===== config.mk =====
export PLATFORM = sky130hd
export DESIGN_NAME = clock_source_prescale_ctrl
export DESIGN_NICKNAME = d
export VERILOG_FILES = /design/src/clock_source_prescale_pkg.sv /design/src/clock_source_prescale_ctrl.sv
export SDC_FILE = /design/constraint.sdc
export NUM_CORES = 1
export LEC_CHECK = 0
export ABC_AREA = 1
export BUFFER_PORTS_ARGS = -buffer_cell sky130_fd_sc_hd__buf_2
export CORE_MARGIN = 1
export CORE_UTILIZATION = 50
export CTS_BUF_LIST = sky130_fd_sc_hd__clkbuf_2
export DETAILED_ROUTE_END_ITERATION = 8
export GPL_TIMING_DRIVEN = 0
export PLACE_DENSITY = 0.75
export RECOVER_POWER = 50
export SLEW_MARGIN = 20
export SYNTH_ARGS = -nofsm -noshare
export SYNTH_HDL_FRONTEND = slang
export SYNTH_SLANG_ARGS = --single-unit
export TNS_END_PERCENT = 30

===== constraint.sdc =====
create_clock -name clk -period 2.4 [get_ports clk]
set_input_delay 0.12 -clock clk [delete_from_list [all_inputs] [get_ports clk]]
set_output_delay 0.12 -clock clk [all_outputs]
set_load 0.02 [all_outputs]

===== src/clock_source_prescale_pkg.sv =====
// clock_source_prescale_pkg: register map, field layout, reset values
// assumes a 32-bit avalon-mm slave port and a 30-pin gpio bank
`default_nettype none
package clock_source_prescale_pkg;
  // register byte addresses
  localparam logic [31:0] GPIO_SEL_ADDR = 32'hf000000c;
  localparam logic [31:0] CLK_CTRL1_ADDR = 32'hf0000010;
  localparam logic [31:0] CLK_CTRL2_ADDR = 32'hf0000014;
  // reset values without fuse override
  localparam logic [31:0] GPIO_SEL_RST = 32'h00000000;
  localparam logic [31:0] CLK_CTRL1_RST = 32'h00000011;
  localparam logic [31:0] CLK_CTRL2_RST = 32'h03de0000;
  // writable bits; reserved bits stay zero
  localparam logic [31:0] GPIO_SEL_MASK = 32'h10ce7ff0;
  localparam logic [31:0] CLK_CTRL1_MASK = 32'hff3fff73;
  localparam logic [31:0] CLK_CTRL2_MASK = 32'h53ff77f7;
  // gpio select register fields
  localparam int PIN_EN_LO = 4;
  localparam int PIN_EN_HI = 10;
  // clock control 1 fields
  localparam int AUDIO3_SRC_LO = 30;
  localparam int AUDIO2_SRC_LO = 28;
  localparam int AUDIO1_SRC_LO = 26;
  localparam int SERIAL_SRC_LO = 24;
  localparam int SERIAL_DIV_LO = 16;
  localparam int MAIN_DIV_LO = 8;
  localparam int PERIPH_DIV_LO = 4;
  localparam int SYSBUS_SCALE_LO = 0;
  // clock control 2 fields
  localparam int SERIAL_REF_BIT = 28;
  localparam int TIMER_PIN_LO = 21;
  localparam int ALT_PIN_LO = 16;
  localparam int STAGE2_RANGE_LO = 12;
  localparam int STAGE1_RANGE_LO = 8;
  localparam int STAGE2_BYPASS_BIT = 7;
  localparam int STAGE1_BYPASS_BIT = 6;
  localparam int STAGE2_RESET_BIT = 5;
  localparam int STAGE1_RESET_BIT = 4;
  localparam int MAIN_SRC_LO = 0;
  // pin select codes
  localparam int PIN_COUNT = 30;
  localparam logic [4:0] PIN_CONST_ZERO = 5'h1e;
  localparam logic [4:0] PIN_CONST_ONE = 5'h1f;
  // clock source codes
  localparam logic [1:0] SRC_INPUT_REF = 2'h0;
  localparam logic [1:0] SRC_PLL = 2'h1;
  localparam logic [1:0] SRC_ALT = 2'h2;
  localparam logic [1:0] SRC_RESERVED = 2'h3;
  localparam logic [2:0] MAIN_SRC_MAX = 3'h2;

  // clock source selections handed to the clock tree
  typedef struct packed {
    logic [1:0] audio3;
    logic [1:0] audio2;
    logic [1:0] audio1;
    logic [1:0] serial;
    logic [2:0] main;
  } clock_sources_t;

  // controls of the two pll stages
  typedef struct packed {
    logic [2:0] stage2_range;
    logic [2:0] stage1_range;
    logic stage2_bypass;
    logic stage1_bypass;
    logic stage2_reset;
    logic stage1_reset;
  } pll_controls_t;
endpackage : clock_source_prescale_pkg
`default_nettype wire


===== src/clock_source_prescale_ctrl.sv =====
// clock_source_prescale_ctrl: clock source, prescaler and pll control regs
// assumes one 40 mhz clock, an avalon-mm master with waitrequest, gpio
// pins from outside the clock domain and fuse words stable at reset
//
// Operation
// RULE_01: pin enable bits gate gpio pins 10-4
// RULE_02: audio3 master clock source select, bits 31:30
// RULE_03: audio2 master clock source select, bits 29:28
// RULE_04: audio1 master clock source select, bits 27:26
// RULE_05: pll derived audio clock divided inside interface
// RULE_06: serial port master clock source, bits 25:24
// RULE_07: serial prescaler divides by field plus one
// RULE_08: main prescaler divides source by field plus one
// RULE_09: peripheral bus divides system bus by code
// RULE_10: system bus scale divides processor clock
// RULE_11: timer trigger pin select, constants 1e/1f
// RULE_12: alternate reference pin select, constants 1e/1f
// RULE_13: software sets second stage filter range
// RULE_14: software sets first stage filter range
// RULE_15: bit 7 bypasses second pll stage
// RULE_16: bit 6 bypasses first pll stage
// RULE_17: bits 5/4 hold pll stages in reset
// RULE_18: custom parts load start values from fuses
// RULE_19: fixed reset values of the three registers
// RULE_20: main source select with glitch free switch
//
// The Avalon-MM register port was chosen for this implementation.
`default_nettype none
module clock_source_prescale_ctrl (
  input wire logic clk,
  input wire logic sys_rst,
  // avalon-mm slave
  input wire logic [31:0] address,
  input wire logic read,
  input wire logic write,
  input wire logic [3:0] byteenable,
  input wire logic [31:0] writedata,
  output logic [31:0] readdata,
  output logic waitrequest,
  // fuse start-up contents
  input wire logic fuse_custom,
  input wire logic [31:0] fuse_gpio_word,
  input wire logic [31:0] fuse_ctrl1_word,
  input wire logic [31:0] fuse_ctrl2_word,
  // gpio pins, asynchronous
  input wire logic [29:0] gpio_pins,
  // outputs to pads, clock tree and pll
  output logic [6:0] pin_enable,
  output clock_source_prescale_pkg::clock_sources_t clock_sources,
  output clock_source_prescale_pkg::pll_controls_t pll_controls,
  output logic processor_clock_en,
  output logic system_bus_clock_en,
  output logic peripheral_bus_clock_en,
  output logic serial_port_clock_en,
  output logic alternate_reference_clock,
  output logic timer_trigger
);

  ////////////////////////////////////////////////////////////////////////////
  // helpers

  // pick a gpio pin by select code; 1e and 1f are fixed levels
  function automatic logic pick_pin(input logic [4:0] code,
                                    input logic [29:0] pins);
    logic res;
    res = 1'b0;
    if (code == clock_source_prescale_pkg::PIN_CONST_ONE) begin
      res = 1'b1;
    end else if (code != clock_source_prescale_pkg::PIN_CONST_ZERO) begin
      res = pins[code];
    end
    return res;
  endfunction : pick_pin

  // merge a bus write by byte lanes, reserved bits forced low
  function automatic logic [31:0] merge(input logic [31:0] old,
                                        input logic [31:0] wdata,
                                        input logic [3:0] be,
                                        input logic [31:0] mask);
    logic [31:0] res;
    res = old;
    for (int i = 0; i < 4; i++) begin
      if (be[i]) begin
        res[i*8 +: 8] = wdata[i*8 +: 8];
      end
    end
    return res & mask;
  endfunction : merge

  ////////////////////////////////////////////////////////////////////////////
  // state

  typedef struct packed {
    logic [31:0] gpio_sel;       // pin enable select register
    logic [31:0] ctrl1;          // source and prescale register
    logic [31:0] ctrl2;          // pll and reference select register
    logic boot_done;             // fuse load slot has passed
    logic wait_n;                // low for the single answer cycle
    logic [31:0] rdata;          // read answer
    logic [29:0] pin_meta;       // first synchroniser stage
    logic [29:0] pin_sync;       // second synchroniser stage
    logic [7:0] main_cnt;        // main prescaler count
    logic [1:0] sys_cnt;         // system bus scale count
    logic [4:0] per_cnt;         // peripheral bus count
    logic [5:0] ser_cnt;         // serial prescaler count
    logic proc_en;               // processor clock enable
    logic sys_en;                // system bus enable
    logic per_en;                // peripheral bus enable
    logic ser_en;                // serial port enable
    logic [2:0] main_src;        // applied main source
    logic alt_ref;               // selected alternate reference
    logic tmr_ref;               // selected timer trigger
  } state_t;

  state_t st_ff;
  state_t nxt_st;

  // field views of the registers
  logic [7:0] main_div;
  logic [1:0] sys_scale;
  logic [2:0] per_code;
  logic [5:0] ser_div;
  logic ser_ref;
  logic [4:0] tmr_pin;
  logic [4:0] alt_pin;
  logic [2:0] main_req;
  logic [1:0] sys_limit;
  logic [4:0] per_limit;
  logic access;

  assign main_div = st_ff.ctrl1[clock_source_prescale_pkg::MAIN_DIV_LO +: 8];
  assign sys_scale =
    st_ff.ctrl1[clock_source_prescale_pkg::SYSBUS_SCALE_LO +: 2];
  assign per_code = st_ff.ctrl1[clock_source_prescale_pkg::PERIPH_DIV_LO +: 3];
  assign ser_div = st_ff.ctrl1[clock_source_prescale_pkg::SERIAL_DIV_LO +: 6];
  assign ser_ref = st_ff.ctrl2[clock_source_prescale_pkg::SERIAL_REF_BIT];
  assign tmr_pin = st_ff.ctrl2[clock_source_prescale_pkg::TIMER_PIN_LO +: 5];
  assign alt_pin = st_ff.ctrl2[clock_source_prescale_pkg::ALT_PIN_LO +: 5];
  assign main_req = st_ff.ctrl2[clock_source_prescale_pkg::MAIN_SRC_LO +: 3];
  assign access = (read | write) & st_ff.wait_n & st_ff.boot_done;

  // RULE_10 system bus scale: 00 by 1, 01 by 2, 10 by 4, 11 treated as 1
  always_comb begin
    case (sys_scale)
      2'h1: sys_limit = 2'h1;
      2'h2: sys_limit = 2'h3;
      default: sys_limit = 2'h0;
    endcase
  end

  // RULE_09 peripheral division: by 2^code up to 32, reserved codes by 1
  always_comb begin
    case (per_code)
      3'h1: per_limit = 5'h01;
      3'h2: per_limit = 5'h03;
      3'h3: per_limit = 5'h07;
      3'h4: per_limit = 5'h0f;
      3'h5: per_limit = 5'h1f;
      default: per_limit = 5'h00;
    endcase
  end

  ////////////////////////////////////////////////////////////////////////////
  // next state

  always_comb begin
    nxt_st = st_ff;
    // pins pass two flops before anything reads them
    nxt_st.pin_meta = gpio_pins;
    nxt_st.pin_sync = st_ff.pin_meta;

    // RULE_18 fuse contents replace reset values once after release
    if (!st_ff.boot_done) begin
      nxt_st.boot_done = 1'b1;
      if (fuse_custom) begin
        nxt_st.gpio_sel = fuse_gpio_word &
                          clock_source_prescale_pkg::GPIO_SEL_MASK;
        nxt_st.ctrl1 = fuse_ctrl1_word &
                       clock_source_prescale_pkg::CLK_CTRL1_MASK;
        nxt_st.ctrl2 = fuse_ctrl2_word &
                       clock_source_prescale_pkg::CLK_CTRL2_MASK;
      end
    end

    // bus: one wait cycle, then one answer cycle with waitrequest low
    nxt_st.wait_n = 1'b1;
    if (access) begin
      nxt_st.wait_n = 1'b0;
      case (address)
        clock_source_prescale_pkg::GPIO_SEL_ADDR:
          nxt_st.rdata = st_ff.gpio_sel;
        clock_source_prescale_pkg::CLK_CTRL1_ADDR: nxt_st.rdata = st_ff.ctrl1;
        clock_source_prescale_pkg::CLK_CTRL2_ADDR: nxt_st.rdata = st_ff.ctrl2;
        default: nxt_st.rdata = 32'h00000000;
      endcase
    end
    // write lands at the edge where waitrequest is seen low
    if (!st_ff.wait_n && write) begin
      case (address)
        clock_source_prescale_pkg::GPIO_SEL_ADDR: begin
          nxt_st.gpio_sel = merge(st_ff.gpio_sel, writedata, byteenable,
                                  clock_source_prescale_pkg::GPIO_SEL_MASK);
        end
        clock_source_prescale_pkg::CLK_CTRL1_ADDR: begin
          nxt_st.ctrl1 = merge(st_ff.ctrl1, writedata, byteenable,
                               clock_source_prescale_pkg::CLK_CTRL1_MASK);
        end
        clock_source_prescale_pkg::CLK_CTRL2_ADDR: begin
          nxt_st.ctrl2 = merge(st_ff.ctrl2, writedata, byteenable,
                               clock_source_prescale_pkg::CLK_CTRL2_MASK);
        end
        default: begin
          // unmapped write is dropped
        end
      endcase
    end

    // RULE_08 main prescaler: one enable every main_div+1 cycles
    nxt_st.proc_en = 1'b0;
    nxt_st.sys_en = 1'b0;
    nxt_st.per_en = 1'b0;
    if (st_ff.main_cnt >= main_div) begin
      nxt_st.main_cnt = 8'h00;
      nxt_st.proc_en = 1'b1;
      // RULE_20 source changes only at a processor clock boundary
      if (main_req <= clock_source_prescale_pkg::MAIN_SRC_MAX) begin
        nxt_st.main_src = main_req;
      end
      // RULE_10 system bus counts processor enables
      if (st_ff.sys_cnt >= sys_limit) begin
        nxt_st.sys_cnt = 2'h0;
        nxt_st.sys_en = 1'b1;
        // RULE_09 peripheral bus counts system bus enables
        if (st_ff.per_cnt >= per_limit) begin
          nxt_st.per_cnt = 5'h00;
          nxt_st.per_en = 1'b1;
        end else begin
          nxt_st.per_cnt = st_ff.per_cnt + 5'h01;
        end
      end else begin
        nxt_st.sys_cnt = st_ff.sys_cnt + 2'h1;
      end
    end else begin
      nxt_st.main_cnt = st_ff.main_cnt + 8'h01;
    end

    // RULE_07 serial prescaler, bypassed when the reference bit is set
    if (ser_ref || st_ff.ser_cnt >= ser_div) begin
      nxt_st.ser_cnt = 6'h00;
      nxt_st.ser_en = 1'b1;
    end else begin
      nxt_st.ser_cnt = st_ff.ser_cnt + 6'h01;
      nxt_st.ser_en = 1'b0;
    end

    // RULE_11 timer trigger from the chosen pin or a constant
    nxt_st.tmr_ref = pick_pin(tmr_pin, st_ff.pin_sync);
    // RULE_12 alternate reference from the chosen pin or a constant
    nxt_st.alt_ref = pick_pin(alt_pin, st_ff.pin_sync);
  end

  ////////////////////////////////////////////////////////////////////////////
  // registers

  // RULE_19 fixed reset values; fuses are applied after release
  always_ff @(posedge clk) begin
    if (sys_rst) begin
      st_ff <= '0;
      st_ff.gpio_sel <= clock_source_prescale_pkg::GPIO_SEL_RST;
      st_ff.ctrl1 <= clock_source_prescale_pkg::CLK_CTRL1_RST;
      st_ff.ctrl2 <= clock_source_prescale_pkg::CLK_CTRL2_RST;
      st_ff.wait_n <= 1'b1;
    end else begin
      st_ff <= nxt_st;
    end
  end

  ////////////////////////////////////////////////////////////////////////////
  // outputs, all straight from flops

  assign readdata = st_ff.rdata;
  assign waitrequest = st_ff.wait_n;
  // RULE_01 pin enables; pad pull settings live elsewhere, always active
  assign pin_enable = st_ff.gpio_sel[clock_source_prescale_pkg::PIN_EN_HI:
                                     clock_source_prescale_pkg::PIN_EN_LO];
  // RULE_02 audio3 source code, 11 passed on as reserved
  assign clock_sources.audio3 =
    st_ff.ctrl1[clock_source_prescale_pkg::AUDIO3_SRC_LO +: 2];
  // RULE_03 audio2 source code
  assign clock_sources.audio2 =
    st_ff.ctrl1[clock_source_prescale_pkg::AUDIO2_SRC_LO +: 2];
  // RULE_04 audio1 source code; RULE_05 pll option divided downstream
  assign clock_sources.audio1 =
    st_ff.ctrl1[clock_source_prescale_pkg::AUDIO1_SRC_LO +: 2];
  // RULE_06 serial port source code
  assign clock_sources.serial =
    st_ff.ctrl1[clock_source_prescale_pkg::SERIAL_SRC_LO +: 2];
  assign clock_sources.main = st_ff.main_src;
  // RULE_13 range passed through as software set it
  assign pll_controls.stage2_range =
    st_ff.ctrl2[clock_source_prescale_pkg::STAGE2_RANGE_LO +: 3];
  // RULE_14 range passed through as software set it
  assign pll_controls.stage1_range =
    st_ff.ctrl2[clock_source_prescale_pkg::STAGE1_RANGE_LO +: 3];
  // RULE_15 second stage bypass
  assign pll_controls.stage2_bypass =
    st_ff.ctrl2[clock_source_prescale_pkg::STAGE2_BYPASS_BIT];
  // RULE_16 first stage bypass
  assign pll_controls.stage1_bypass =
    st_ff.ctrl2[clock_source_prescale_pkg::STAGE1_BYPASS_BIT];
  // RULE_17 stage resets held while bits are one
  assign pll_controls.stage2_reset =
    st_ff.ctrl2[clock_source_prescale_pkg::STAGE2_RESET_BIT];
  assign pll_controls.stage1_reset =
    st_ff.ctrl2[clock_source_prescale_pkg::STAGE1_RESET_BIT];
  assign processor_clock_en = st_ff.proc_en;
  assign system_bus_clock_en = st_ff.sys_en;
  assign peripheral_bus_clock_en = st_ff.per_en;
  assign serial_port_clock_en = st_ff.ser_en;
  assign alternate_reference_clock = st_ff.alt_ref;
  assign timer_trigger = st_ff.tmr_ref;
endmodule : clock_source_prescale_ctrl
`default_nettype wire


==> impl_metrics.csv <==
group,metric,value,unit
power_and_ir_drop,finalPower,7.91,mW
grt,grt_pass1_wl,76000,µm
floorplan,ios,266,
sta,setup_ws,0.0203,ns
synth,avgSynthCellArea,6.51,µm²
clock_tree,cts-root-buf,"clkbuf_2",
power_and_ir_drop,power.leakage,8.29,nW
final_layout,nFillCells,2061,
grt,antenna_found_initial,1,
setup_path,worstSetupPathType,"in2reg",
routing,drt-total-wl,50700,µm
routing,dr.pass1.iters,8,
grt,grt_pass1_vias,13900,
synth,synth_fp_nets,2064,
placement,io_buffer_count,232,
floorplan,start_util,51.0,%
sta,finalCritPeriodShare,99.2,%
setup_path,crit_fanout,6,
synth,yosys_register_bits,220,
setup_path,critPathBufInv,5,
setup_path,crit_path_end_kind,"flip-flop",
routing,drt-initial-drc-count,1632,
synth,yosysWarnings,0,
clock_tree,cts_setup_buffers,0,
routing,viasPerCell,5.40,
sta,rsz0062_at_grt,"yes",
setup_path,arrival,3.21,ns
grt,globalRouteTotalUtil,41.0,%
setup_path,cp.required,3.23,ns
clock_tree,cts.sinks,220,
placement,hpwl,33000,µm
sta,setup_violations,0,
min_path,hold_path.class,"in2reg",
clock_tree,path_clk_slew,0.10,ns
synth,synth_cell_types,35,
sta,hold_ws,0.0932,ns
clock_tree,htreeDepth,2,
clock_tree,cts_inserted_buffers,55,
power_and_ir_drop,power_density,487,nW/µm²
final_layout,fin_area,16200,µm²
sta,relSlewSlack,28.3,%
grt,grt_max_degree,16,
sta,worstMarginPinSlew,1.08,ns
final_layout,post-route-util,69.2,%
setup_path,crit_family,"buffers and inverters",
run_status,status,"completed",
final_layout,fin_nets,2584,
final_layout,final_common_cell,"nand2_1",
power_and_ir_drop,ir_drop,431,µV
synth,ys_seq_area_share,36.8,%
placement,pre_cts_slack,0.326,ns
routing,dr_total_vias,14700,
sta,fin_skew,0.0958,ns
sta,fmax,420,MHz
synth,post_synth_inst_count,1839,
synth,synth_area,12000,µm²
grt,overflow,0,
placement,place.gp.congestion,0.981,
floorplan,core_area,23500,µm²
final_layout,drive_gt1_share,16.5,%
final_layout,area_delta_synth_final,35.7,%
setup_path,cp_slowest_cell,"dlygate4sd3_1",
setup_path,cp_cell_sequence,"dlygate4sd3_1 -> buf_2 -> inv_1 -> nand2_1 -> dlygate4sd3_1 -> nor2_1 -> nand2_1 -> nor2_2 -> nand2_1 -> nor2_1 -> dlygate4sd3_1 -> nand2_1 -> a21oi_1",
final_layout,multi_input_area,5640,µm²
routing,drtAntennaViolNets,0,
floorplan,die_x,157,µm
routing,remaining_drc_errors,0,
sta,fin_crit,2.38,ns
run,drv_cap,0,
sta,hold_viol_final,0,
setup_path,slowest_delay,0.63,ns
floorplan,die_area,24600,µm²
final_layout,seq_area,4400,µm²
floorplan,die_y,157,µm
floorplan,rows,56,
sta,finalMaxSlewViolations,0,
clock_tree,clk_latency,0.91,ns
clock_tree,cts_tree,"yes",
setup_path,startpoint_type,"input pin",
setup_path,path_common_cell,"nand2_1",
clock_tree,clock_path_buffers,3,
placement,dpl_cell_area,13500,µm²
final_layout,final_cell_mix,"nand2_1 (516), nand3_1 (265), inv_1 (259)",
routing,wl_per_cell,18.7,µm
per-layer routing:
layer / global-route usage (%) / vias up / share of wire (%)
met5: 0 / - / 0
met4: 22.2 / 0 / 5.4
met3: 9.19 / 226 / 11
met2: 66.5 / 975 / 45
met1: 50.3 / 6617 / 39
li1: - / 6844 / -
repair_timing:
item,4_1_cts,5_1_grt
hold buffers,231,1
gates resized for setup,0,13
hold endpoints to repair,117,1
endpoints found under the setup margin,0,14
kinds of logic (layout without fill, tap and decap cells):
logic type	count (synthesis)	after routing	synth area share, %
other	0	2	0
adders and majority gates	26	26	2.72
and+or+nand+nor	1027	1027	37.8
xor gates and xnor gates	9	9	0.659
DFF	220	220	36.8
AOI/OAI and AO/OA	127	127	5.90
buffers and inverters	430	984	16.2
state kept, by name (all words and copies together) (netlist names), 6 cells and up:
register       cells
readdata          32
clock_sources     11
ser_div            6
pin_enable         7
nxt_st            30
pll_controls      10
main_div           8
st_ff             97
area by class of cell:
cell class | count | share of cell area, %
clock inverters | 11 | 0.331
inverters | 262 | 6.06
plain buffers | 167 | 5.86
well taps | 319 | 2.46
multi-input cells | 1189 | 34.7
flip-flops and latches | 220 | 27.1
diodes | 2 | 0.0308
repair buffers | 464 | 21.0
clock buffers | 80 | 2.47
metrics by stage:
step | TNS [ns] | cells
finish | 0 | 2714
global route | -0.0915 | 2713
CTS | 0 | 2712
detailed placement | 0 | 2390
global placement | 0 | 2390
floorplan | 0 | 1839
cell usage after synthesis:
cell        n  share of area [%]
dfxtp_1   220                 37
nor3b_1     1              0.063
inv_1     259                8.1
a22oi_1     1              0.063
inv_2       2              0.063
a31oi_1     2               0.10
o221ai_1    3               0.22
o21ai_1     4               0.17
nand2_2     2               0.10
o21a_1      3               0.19
nor2_2      4               0.21
o211ai_1   15               0.94
or2_2       2               0.10
ha_1       26                2.7
buf_6       2               0.19
a21oi_1    63                2.6
buf_4      65                4.1
nor2_1    131                4.1
o21ai_0    30                1.3
nand4_1    90                4.7
clkinv_2    1              0.042
nor3_1      2              0.084
buf_1       5               0.16
buf_2      47                2.0
and2_1      3               0.16
xor2_1      5               0.37
clkbuf_1   49                1.5
nand3_1   265                 11
nand2_4     1              0.094
nand2_1   517                 16
o22ai_1     5               0.26
nor2_4      7               0.66
o31ai_1     1              0.063
xnor2_1     4               0.29
nand3_2     2               0.17
worst reg2reg max path: cells and delay by family, from the launching register on:
family,cells,cell delay (ns)
flops,1,0.36
simple gates,5,0.74
buf+inv,4,1.08
final timing paths:
| path | from | endpoint | slack, ns | cells past startpoint |
|---|---|---|---|---|
| worst max-delay path | address[5] | clock_sources[5] | 0.02 | 13 |
| worst min-delay path | address[0] | readdata[31] | 0.09 | 10 |
| worst max register to register | waitrequest | main_div[2] | 0.10 | 9 |
| worst min register to register | nxt_st[31] | st_ff[31] | 0.39 | 2 |
power breakdown:
part	total, mW	leakage, nW	switching, mW	internal [mW]
Sequential	3.93	1.80	0.136	3.79
Clock	2.49	0.358	1.61	0.886
Combinational	1.49	6.14	0.849	0.637
Total	7.91	8.29	2.59	5.32
Power figures use the tool's default switching activity.
